$ cat config.mk
export PLATFORM = sky130hd
export DESIGN_NAME = dac_data_registers
export DESIGN_NICKNAME = d
export VERILOG_FILES = /design/src/dac_data_registers.v /design/src/dac_channel.v
export VERILOG_INCLUDE_DIRS = /design/src /design/src/src
export SDC_FILE = /design/constraint.sdc
export NUM_CORES = 1
export LEC_CHECK = 0
export ABC_AREA = 1
export ABC_CLOCK_PERIOD_IN_PS = 2800
export BUFFER_PORTS_ARGS = -buffer_cell sky130_fd_sc_hd__buf_4
export CELL_PAD_IN_SITES_DETAIL_PLACEMENT = 2
export CELL_PAD_IN_SITES_GLOBAL_PLACEMENT = 2
export CORE_MARGIN = 2
export CORE_UTILIZATION = 33
export DETAILED_ROUTE_END_ITERATION = 8
export HOLD_SLACK_MARGIN = 0.05
export PLACE_DENSITY_LB_ADDON = 0.1
export SYNTH_ARGS = -nofsm -noshare
export SYNTH_HDL_FRONTEND = slang
export SYNTH_SLANG_ARGS = --single-unit
export TNS_END_PERCENT = 50
$ cat constraint.sdc
create_clock -name clk_in -period 2.8 [get_ports clk_in]
set_clock_uncertainty 0.2 [all_clocks]
set_input_delay 0.42 -clock clk_in [delete_from_list [all_inputs] [get_ports clk_in]]
set_output_delay 0.42 -clock clk_in [all_outputs]
set_load 0.01 [all_outputs]
$ cat src/dac_data_regs.vh
// Register offsets, field positions and reset values of the dual-channel converter data block.
// Assumes a 32-bit APB slave with byte addresses; the includer supplies the module context.
//
// What this block does
// - Channel 1 soft trigger, cleared on transfer
// - Channel 2 soft trigger, cleared on transfer
// - Channel 1 twelve-bit right-aligned holding, bits 11:0
// - Channel 1 twelve-bit left-aligned holding, bits 15:4
// - Channel 1 eight-bit holding, bits 7:0
// - Channel 2 offers same three holding formats
// - Dual right-aligned: ch1 11:0, ch2 27:16
// - Dual left-aligned: ch1 15:4, ch2 31:20
// - Dual eight-bit: ch1 7:0, ch2 15:8
// - Sticky underrun flags bits 13/29, write-one clears
// - Channel 2 underrun interrupt needs enable bit 29
`ifndef DAC_DATA_REGS_VH
`define DAC_DATA_REGS_VH

`define OFF_CONTROL          8'h00
`define OFF_SOFT_TRIGGER     8'h04
`define OFF_CH1_HOLD_12R     8'h08
`define OFF_CH1_HOLD_12L     8'h0C
`define OFF_CH1_HOLD_8R      8'h10
`define OFF_CH2_HOLD_12R     8'h14
`define OFF_CH2_HOLD_12L     8'h18
`define OFF_CH2_HOLD_8R      8'h1C
`define OFF_BOTH_HOLD_12R    8'h20
`define OFF_BOTH_HOLD_12L    8'h24
`define OFF_BOTH_HOLD_8R     8'h28
`define OFF_CH1_OUTPUT       8'h2C
`define OFF_CH2_OUTPUT       8'h30
`define OFF_UNDERRUN_STATUS  8'h34
`define OFF_IRQ_MASK         8'h38

`define BIT_CH1_SOFT_TRIGGER 0
`define BIT_CH2_SOFT_TRIGGER 1
`define BIT_CH1_TRIG_ENABLE  2
`define BIT_CH2_TRIG_ENABLE  18
`define BIT_CH1_UNDERRUN     13
`define BIT_CH2_UNDERRUN     29
`define BIT_CH2_UNDERRUN_IEN 29

`define LSB_R12_CH2          16
`define LSB_L12_CH1          4
`define LSB_L12_CH2          20
`define LSB_R8_CH2           8

`define RESET_WORD           32'h00000000
`define RESET_VALUE12        12'h000
`define STATUS_MASK          32'h20002000
`define CONTROL_MASK         32'h20040004

`endif

$ cat src/dac_data_registers.v
// Top of the dual-channel converter data registers, an APB slave.
// Assumes APB signals synchronous to clk_in and single-cycle hardware event pulses.
//
// Local design decision: the APB interface to the registers.
`timescale 1ns/1ps
`include "dac_data_regs.vh"
module dac_data_registers #(
   parameter WIDTH = 12
) (
   input  wire             clk_in,
   input  wire             reset_in,
   input  wire             psel_in,
   input  wire             penable_in,
   input  wire             pwrite_in,
   input  wire [7:0]       paddr_in,
   input  wire [31:0]      pwdata_in,
   input  wire             ch1_hw_trigger_in,
   input  wire             ch2_hw_trigger_in,
   input  wire             ch1_underrun_in,
   input  wire             ch2_underrun_in,
   output reg  [31:0]      prdata_out,
   output reg              pready_out,
   output reg              pslverr_out,
   output reg  [WIDTH-1:0] ch1_output_out,
   output reg  [WIDTH-1:0] ch2_output_out,
   output reg              irq_out
);
   reg  [31:0]      control_reg;
   reg  [31:0]      status_reg;
   reg  [31:0]      mask_reg;
   reg  [31:0]      rdata_next;
   reg              known_next;
   reg              wr1;
   reg              wr2;
   reg  [WIDTH-1:0] data1;
   reg  [WIDTH-1:0] data2;
   wire             setup;
   wire             wr_go;
   wire [WIDTH-1:0] hold1;
   wire [WIDTH-1:0] hold2;
   wire [WIDTH-1:0] out1;
   wire [WIDTH-1:0] out2;
   wire             soft1;
   wire             soft2;
   wire [31:0]      set_bits;
   wire [31:0]      irq_gate;

   // Zero wait states: pready rises one edge after the setup cycle
   assign setup = psel_in & ~penable_in;
   assign wr_go = psel_in & penable_in & pready_out & pwrite_in;

   // Every holding format narrows to one twelve-bit value per channel
   always @* begin
      wr1   = 1'b0;
      wr2   = 1'b0;
      data1 = `RESET_VALUE12;
      data2 = `RESET_VALUE12;
      if (wr_go) begin
         case (paddr_in)
            `OFF_CH1_HOLD_12R: begin
               wr1   = 1'b1;
               data1 = pwdata_in[11:0];
            end
            `OFF_CH1_HOLD_12L: begin
               wr1   = 1'b1;
               data1 = pwdata_in[15:4];
            end
            `OFF_CH1_HOLD_8R: begin
               wr1   = 1'b1;
               data1 = {pwdata_in[7:0], 4'h0};
            end
            `OFF_CH2_HOLD_12R: begin
               wr2   = 1'b1;
               data2 = pwdata_in[11:0];
            end
            `OFF_CH2_HOLD_12L: begin
               wr2   = 1'b1;
               data2 = pwdata_in[15:4];
            end
            `OFF_CH2_HOLD_8R: begin
               wr2   = 1'b1;
               data2 = {pwdata_in[7:0], 4'h0};
            end
            `OFF_BOTH_HOLD_12R: begin
               wr1   = 1'b1;
               wr2   = 1'b1;
               data1 = pwdata_in[11:0];
               data2 = pwdata_in[27:16];
            end
            `OFF_BOTH_HOLD_12L: begin
               wr1   = 1'b1;
               wr2   = 1'b1;
               data1 = pwdata_in[15:4];
               data2 = pwdata_in[31:20];
            end
            `OFF_BOTH_HOLD_8R: begin
               wr1   = 1'b1;
               wr2   = 1'b1;
               data1 = {pwdata_in[7:0], 4'h0};
               data2 = {pwdata_in[15:8], 4'h0};
            end
            default: begin
               wr1 = 1'b0;
            end
         endcase
      end
   end

   wire trig_wr = wr_go & (paddr_in == `OFF_SOFT_TRIGGER);

   dac_channel #(.WIDTH(WIDTH)) channel1 (
      .clk_in           (clk_in),
      .reset_in         (reset_in),
      .hold_write_in    (wr1),
      .hold_data_in     (data1),
      .trig_enable_in   (control_reg[`BIT_CH1_TRIG_ENABLE]),
      .soft_set_in      (trig_wr & pwdata_in[`BIT_CH1_SOFT_TRIGGER]),
      .soft_clear_in    (trig_wr & ~pwdata_in[`BIT_CH1_SOFT_TRIGGER]),
      .hw_trigger_in    (ch1_hw_trigger_in),
      .hold_value_out   (hold1),
      .output_value_out (out1),
      .soft_trigger_out (soft1)
   );

   dac_channel #(.WIDTH(WIDTH)) channel2 (
      .clk_in           (clk_in),
      .reset_in         (reset_in),
      .hold_write_in    (wr2),
      .hold_data_in     (data2),
      .trig_enable_in   (control_reg[`BIT_CH2_TRIG_ENABLE]),
      .soft_set_in      (trig_wr & pwdata_in[`BIT_CH2_SOFT_TRIGGER]),
      .soft_clear_in    (trig_wr & ~pwdata_in[`BIT_CH2_SOFT_TRIGGER]),
      .hw_trigger_in    (ch2_hw_trigger_in),
      .hold_value_out   (hold2),
      .output_value_out (out2),
      .soft_trigger_out (soft2)
   );

   assign set_bits = {2'b00, ch2_underrun_in, 15'h0000, ch1_underrun_in, 13'h0000};
   // Channel 2 needs both its control enable and the mask bit
   assign irq_gate = mask_reg & {2'b00, control_reg[`BIT_CH2_UNDERRUN_IEN], 15'h7FFF,
                                 1'b1, 13'h0000};

   always @* begin
      rdata_next = `RESET_WORD;
      known_next = 1'b1;
      case (paddr_in)
         `OFF_CONTROL:         rdata_next = control_reg;
         `OFF_SOFT_TRIGGER:    rdata_next = `RESET_WORD;
         `OFF_CH1_HOLD_12R:    rdata_next = {20'h00000, hold1};
         `OFF_CH1_HOLD_12L:    rdata_next = {16'h0000, hold1, 4'h0};
         `OFF_CH1_HOLD_8R:     rdata_next = {24'h000000, hold1[11:4]};
         `OFF_CH2_HOLD_12R:    rdata_next = {20'h00000, hold2};
         `OFF_CH2_HOLD_12L:    rdata_next = {16'h0000, hold2, 4'h0};
         `OFF_CH2_HOLD_8R:     rdata_next = {24'h000000, hold2[11:4]};
         `OFF_BOTH_HOLD_12R:   rdata_next = {4'h0, hold2, 4'h0, hold1};
         `OFF_BOTH_HOLD_12L:   rdata_next = {hold2, 4'h0, hold1, 4'h0};
         `OFF_BOTH_HOLD_8R:    rdata_next = {16'h0000, hold2[11:4], hold1[11:4]};
         `OFF_CH1_OUTPUT:      rdata_next = {20'h00000, out1};
         `OFF_CH2_OUTPUT:      rdata_next = {20'h00000, out2};
         `OFF_UNDERRUN_STATUS: rdata_next = status_reg;
         `OFF_IRQ_MASK:        rdata_next = mask_reg;
         default:              known_next = 1'b0;
      endcase
   end

   always @(posedge clk_in) begin
      if (reset_in) begin
         control_reg    <= `RESET_WORD;
         status_reg     <= `RESET_WORD;
         mask_reg       <= `RESET_WORD;
         prdata_out     <= `RESET_WORD;
         pready_out     <= 1'b0;
         pslverr_out    <= 1'b0;
         ch1_output_out <= `RESET_VALUE12;
         ch2_output_out <= `RESET_VALUE12;
         irq_out        <= 1'b0;
      end else begin
         pready_out  <= setup;
         pslverr_out <= setup & ~known_next;
         if (setup) begin
            prdata_out <= pwrite_in ? `RESET_WORD : rdata_next;
         end
         if (wr_go && paddr_in == `OFF_CONTROL) begin
            control_reg <= pwdata_in & `CONTROL_MASK;
         end
         if (wr_go && paddr_in == `OFF_IRQ_MASK) begin
            mask_reg <= pwdata_in & `STATUS_MASK;
         end
         // A fresh underrun wins over a clear in the same cycle
         if (wr_go && paddr_in == `OFF_UNDERRUN_STATUS) begin
            status_reg <= ((status_reg & ~pwdata_in) | set_bits) & `STATUS_MASK;
         end else begin
            status_reg <= (status_reg | set_bits) & `STATUS_MASK;
         end
         ch1_output_out <= out1;
         ch2_output_out <= out2;
         irq_out        <= |(status_reg & irq_gate);
      end
   end
endmodule

$ cat src/dac_channel.v
// One converter channel: holding value, trigger bit and output register.
// Assumes the register block decodes writes and hands over the twelve-bit value.
`timescale 1ns/1ps
module dac_channel #(
   parameter WIDTH = 12
) (
   input  wire             clk_in,
   input  wire             reset_in,
   input  wire             hold_write_in,
   input  wire [WIDTH-1:0] hold_data_in,
   input  wire             trig_enable_in,
   input  wire             soft_set_in,
   input  wire             soft_clear_in,
   input  wire             hw_trigger_in,
   output reg  [WIDTH-1:0] hold_value_out,
   output reg  [WIDTH-1:0] output_value_out,
   output reg              soft_trigger_out
);
   reg             pending_reg;
   wire            fire;

   // Untriggered mode loads one clock after the holding write lands
   assign fire = trig_enable_in ? (soft_trigger_out | hw_trigger_in) : pending_reg;

   always @(posedge clk_in) begin
      if (reset_in) begin
         hold_value_out   <= {WIDTH{1'b0}};
         output_value_out <= {WIDTH{1'b0}};
         soft_trigger_out <= 1'b0;
         pending_reg      <= 1'b0;
      end else begin
         if (hold_write_in) begin
            hold_value_out <= hold_data_in;
         end
         pending_reg <= hold_write_in & ~trig_enable_in;
         if (fire) begin
            output_value_out <= hold_value_out;
         end
         // A new set from software wins over the hardware clear
         if (soft_set_in) begin
            soft_trigger_out <= 1'b1;
         end else if (fire | soft_clear_in) begin
            soft_trigger_out <= 1'b0;
         end
      end
   end
endmodule

==> After elaboration in Yosys (flattened, before gate mapping) <==
Cells that the tools add are included.
{ "classes": {"eq_ne": 14, "mux": 18, "bitwise": 28, "reduce_logical": 13} }
{ "ops": {"columns": ["cell", "n"], "rows": [
  ["$pmux W32 S14", 1],
  ["$and A30 B30 Y30", 3],
  ["$pmux W12 S6", 1],
  ["$or A30 B30 Y30", 2],
  ["$eq A8 B6 Y1 const B", 7],
  ["$pmux W12 S3", 1],
  ["$eq A8 B5 Y1 const B", 4],
  ["$mux W32", 1],
  ["$reduce_or A32 Y1", 1],
  ["$mux W30", 1],
  ["$not A30 Y30", 1],
  ["$mux W12", 2],
  ["$eq A8 B4 Y1 const B", 2],
  ["$reduce_or A15 Y1", 1],
  ["$and A1 B1 Y1", 12],
  ["$reduce_or A6 Y1", 2],
  ["$mux W1", 11],
  ["$eq A8 B3 Y1 const B", 1],
  ["$logic_not A8 Y1", 1],
  ["$not A1 Y1", 6],
  ["$reduce_or A2 Y1", 3],
  ["$or A1 B1 Y1", 4],
  ["$reduce_bool A2 Y1", 2],
  ["$logic_and A1 B1 Y1", 3]
]} }
{ "word_totals": {"ff_bits": 146} }

==> Longest topological paths before layout <==
{ "depth": {"depth_word": 8, "ltp_mapped": 13} }

==> Modules after synthesis <==
A second synthesis with hierarchy kept.
{ "hier_totals": {"cells_unflattened": 977, "hier_area_um2": 6481.2} }
{ "by_module_without_submodules": {"columns": ["module", "n_inst", "cells_per_inst", "area_per_inst_um2", "seq_area_each_um2"], "rows": [
  ["dac_data_registers", 1, 717, 4311.6, 1321.3],
  ["dac_channel", 2, 130, 1084.8, 520.5]
]} }

==> Worst setup path before layout <==
Ideal clock, no wire load.
{ "synth_path": {"path_type": "input to register", "from": "in paddr_in[0]", "to": "reg channel1.hold_value_out[4]", "setup_time_ns": 0.113, "arrival_ns": 1.485, "t_required_ns": 2.487, "path_slack_ns": 1.002, "stages": 12, "cell_sequence": "inv_1 > nand2_4 > nor2_4 > buf_6 > nand2_2 > nand2_4 > nor2_2 > nand2_1 > nand2_4 > buf_6 > o21ai_1 > nor2_1"} }
{ "synth_via": {"elab_chain_len": 4, "elab_cells_between_ends": 14, "classes_between": "eq/ne (6); mux (4); reduce/logical (4)"} }
{ "synth_rtl": {"columns": ["item", "line_no", "rtl"], "rows": [
  ["from (decl)", "dac_data_registers.v:15", "input wire [7:0] paddr_in,"],
  ["$eq A8 B6 Y1, or another cell as far along", "dac_data_registers.v:59", "case (paddr_in)"],
  ["$reduce_or A2 Y1 (no line) or $reduce_or A6 Y1 (tied branches)", null, null],
  ["$pmux W12 S3 or $mux W1 (tied branches)", "dac_data_registers.v:59", null],
  ["$mux W12 or $mux W1 (tied branches)", "dac_data_registers.v:58", "if (wr_go) begin"],
  ["to (signal assigned)", "dac_channel.v:27", "hold_value_out <= {WIDTH{1'b0}};"],
  ["to (signal assigned)", "dac_channel.v:33", "hold_value_out <= hold_data_in;"],
  ["to (decl)", "dac_channel.v:15", "output reg [WIDTH-1:0] hold_value_out,"]
]} }
Parallel ways exist; a longest one is shown, timed or not.
A chain may end at the register's enable or synchronous reset.

==> Worst setup path after layout <==
{ "layout_path": {"from": "in paddr_in[4]", "to": "reg channel1.hold_value_out[10]"} }
Same word-level chain as after synthesis.

==> metrics.txt <==
Flop pwr share 40.6%; total gr overflow 0; RSZ-0062 raised after global routing no; Setup TNS 0 ns; GP Congestion 0.838; synth warn 0; Largest register FFs 32; cts hold-fix bufs 2; final cell count without fillers ~1,200; Post-Syn Nets between 900 and 1,000; Internal 3.13 mW; Worst R2R Path Depth 6; aggregate global-route resource usage 26.8%; number of distinct library cells after synthesis 30; Syn Inst Count 908; Final Setup Violations 0; pre-CTS setup slack ~0.38 ns; # H-tree levels 4; endpoint of the worst hold path control_reg[18]; slew margin rel. 62.7%; syn_area_per_cell roughly 6.6 sq um; IO buf count 107; Max Buffers Root-to-Sink 2; WHS 0.0634 ns; Finished Core Util a little over two fifths; DP Wirelength 18,300 um; Worst Tran Pin Value 0.557 ns; Die X 139 um; setup bufs post-CTS 0; Power Dens Cells 544 nW/um^2; busiest grt layer met2; leading area contributor after synthesis dfxtp_1; iteration count of the initial detailed-routing pass 5; status completed; cell leakage power around 3.4 nW; placed cell area between 6000 and 7000 sq um; fin area around 7600 sq um; CTS sink count 118; Final #Nets ~1,100; worst skew pair latency 0.43 ns; Arr. time, crit path 2.14 ns; RR Endpoint status_reg[13]; TritonCTS buffer count 17; area of the core 18,000 sq um; GR Layer Usage met1 around 34%; CTS resizes 0; pin count of the biggest net entering global routing 33; switching share of power ~25%; CP max-delay cell nand2_1; post-synthesis cell area about 6000 sq um; drt via density 5.33; combinational share of power 5.5%; Top reg by flops prdata_out; met3 GRT Util 4.28%; initial antenna violation count 0; sequential element share of the synthesized area approximately 40%; CP startpoint kind primary input; max incr delay on CP ~0.27 ns; Initial DRC Count 347; ant diodes 0; Tcrit/Tclk final 72.7%; HP Class in -> reg; number of max-slew violations in the final report 0; Peak Freq roughly 490 MHz; DRT antenna net count 0; top-area cell type share of the netlist area 39.2%; P&R area growth vs syn 26.4%; vias in the first global route approximately 7,100; Routed WL per cell 20.4 um; Critical Path RT 2.90 ns; Design Power between 4 and 5 mW; hold_sp pwdata_in[18]; layout cells sized above 1 19.6%; Remaining DRCs 0; Clock power frac around 54%; Worst IR Drop VDD 443 uV; critical path capture point type register; Inst Count DP 1,215; launch point of the worst reg-to-reg path pready_out; Vert. Die Dim 139 um; Net Sw Power slightly above 1 mW; CP cell instances buf_4 -> inv_2 -> nand2_2 -> nor2_4 -> nand2_4 -> nand2_1 -> inv_2 -> nand2_1 -> nand2_4 -> o21ai_0 -> a21oi_1; final hold violation count 0; Root Buffer clkbuf_16; CTS tree done; Cell Rows 49; met2 usage in global routing 45.2%; Worst-path clk slew 0.06 ns; IO Count 108; Initial Utilization 33.6%; hold depth 3; Final WS setup 0.764 ns; CP max FO 17; CP Class in -> reg; synthesized flop and latch total 118; synth top area cells dfxtp_1, nand2_1, nand3_1; first-pass GRT wire length 40,200 um; total wire length 25,500 um; max-cap violation count 0; die area between 15,000 and 20,000 sq um; Final min period 2.04 ns; R2R setup slack about 0.90 ns; total number of vias 6,659
worst max-delay path, delay by kind of cell:
kind                   cells  cell delay [ns]
AOI/OAI and AO/OA          2             0.34
and+or+nand+nor            6             1.05
buffers and inverters      3             0.33
synth_stat cells (all sizes together):
master and number:
nand2 232, a211oi 2, o22ai 24, a21oi 74, buf 29, and2 1, nand3 122, nor2 123
o21ai 61, clkbuf 22, inv 83, nand4 10, a31oi 1, o31ai 1, nor4 1, o211ai 1
nor3 3, dfxtp 118
worst max-delay path by stage:
| stage | start | to |
|---|---|---|
| after CTS | paddr_in[4] | channel1.hold_value_out[10] |
| after global placement | paddr_in[6] | channel1.hold_value_out[2] |
| after floorplan | paddr_in[0] | channel1.hold_value_out[4] |
| after global routing | paddr_in[5] | channel1.hold_value_out[10] |
| after detailed placement | paddr_in[4] | channel1.hold_value_out[0] |
| final | paddr_in[4] | channel1.hold_value_out[10] |
final cells by class:
type / count / area [sq um]
clock buffer: 19 / 453
clock inverter: 13 / 148
fill: 2195 / 10300
inverter: 83 / 312
multi-input combinational: 656 / 3070
sequential: 118 / 2360
tap: 229 / 287
timing repair buffer: 131 / 988
per-layer routing:
metal	vias up	routed length, um
li1	3163	-
met1	3280	11400
met2	164	12300
met3	52	943
met4	0	830
met5	-	0
logic make-up after synthesis:
group                  count (synthesis)  share of synthesized area [%]
and+or+nand+nor                      492                           36.4
AOI/OAI and AO/OA                    164                           14.4
buffers and inverters                134                           10.0
DFF                                  118                           39.2
power groups by stage:
stage          registers [mW]  clock network, mW  logic, mW
6_report                 1.69               2.23      0.228
5_1_grt                  1.69               2.34      0.251
4_1_cts                  1.69               2.26      0.229
3_5_place_dp             1.72                  0      0.225
3_3_place_gp             1.72                  0      0.221
2_1_floorplan            1.72                  0      0.115
placed cells by master (no fill, tap or decap):
master         instances
inv_1                 75
o211ai_2               1
clkbuf_8               2
a31oi_1                1
buf_4                129
clkinv_4               4
nor4_1                 1
nor2_1               113
o21ai_0               50
inv_2                  8
nand3_1              122
clkinvlp_4             4
dlygate4sd3_1          2
nand2_1              214
nor2_8                 2
clkbuf_16             17
a211oi_1               2
clkinv_2               1
nand2_4                7
o22ai_1               24
nand2_2               10
nand4_1               10
nor3_1                 3
o21ai_2                1
nand2_8                1
and2_1                 1
o31ai_2                1
nor2_4                 3
a21oi_1               74
nor2_2                 5
bufinv_16              2
o21ai_1               10
dfxtp_1              118
inv_6                  2
Power figures use the tool's default switching activity.
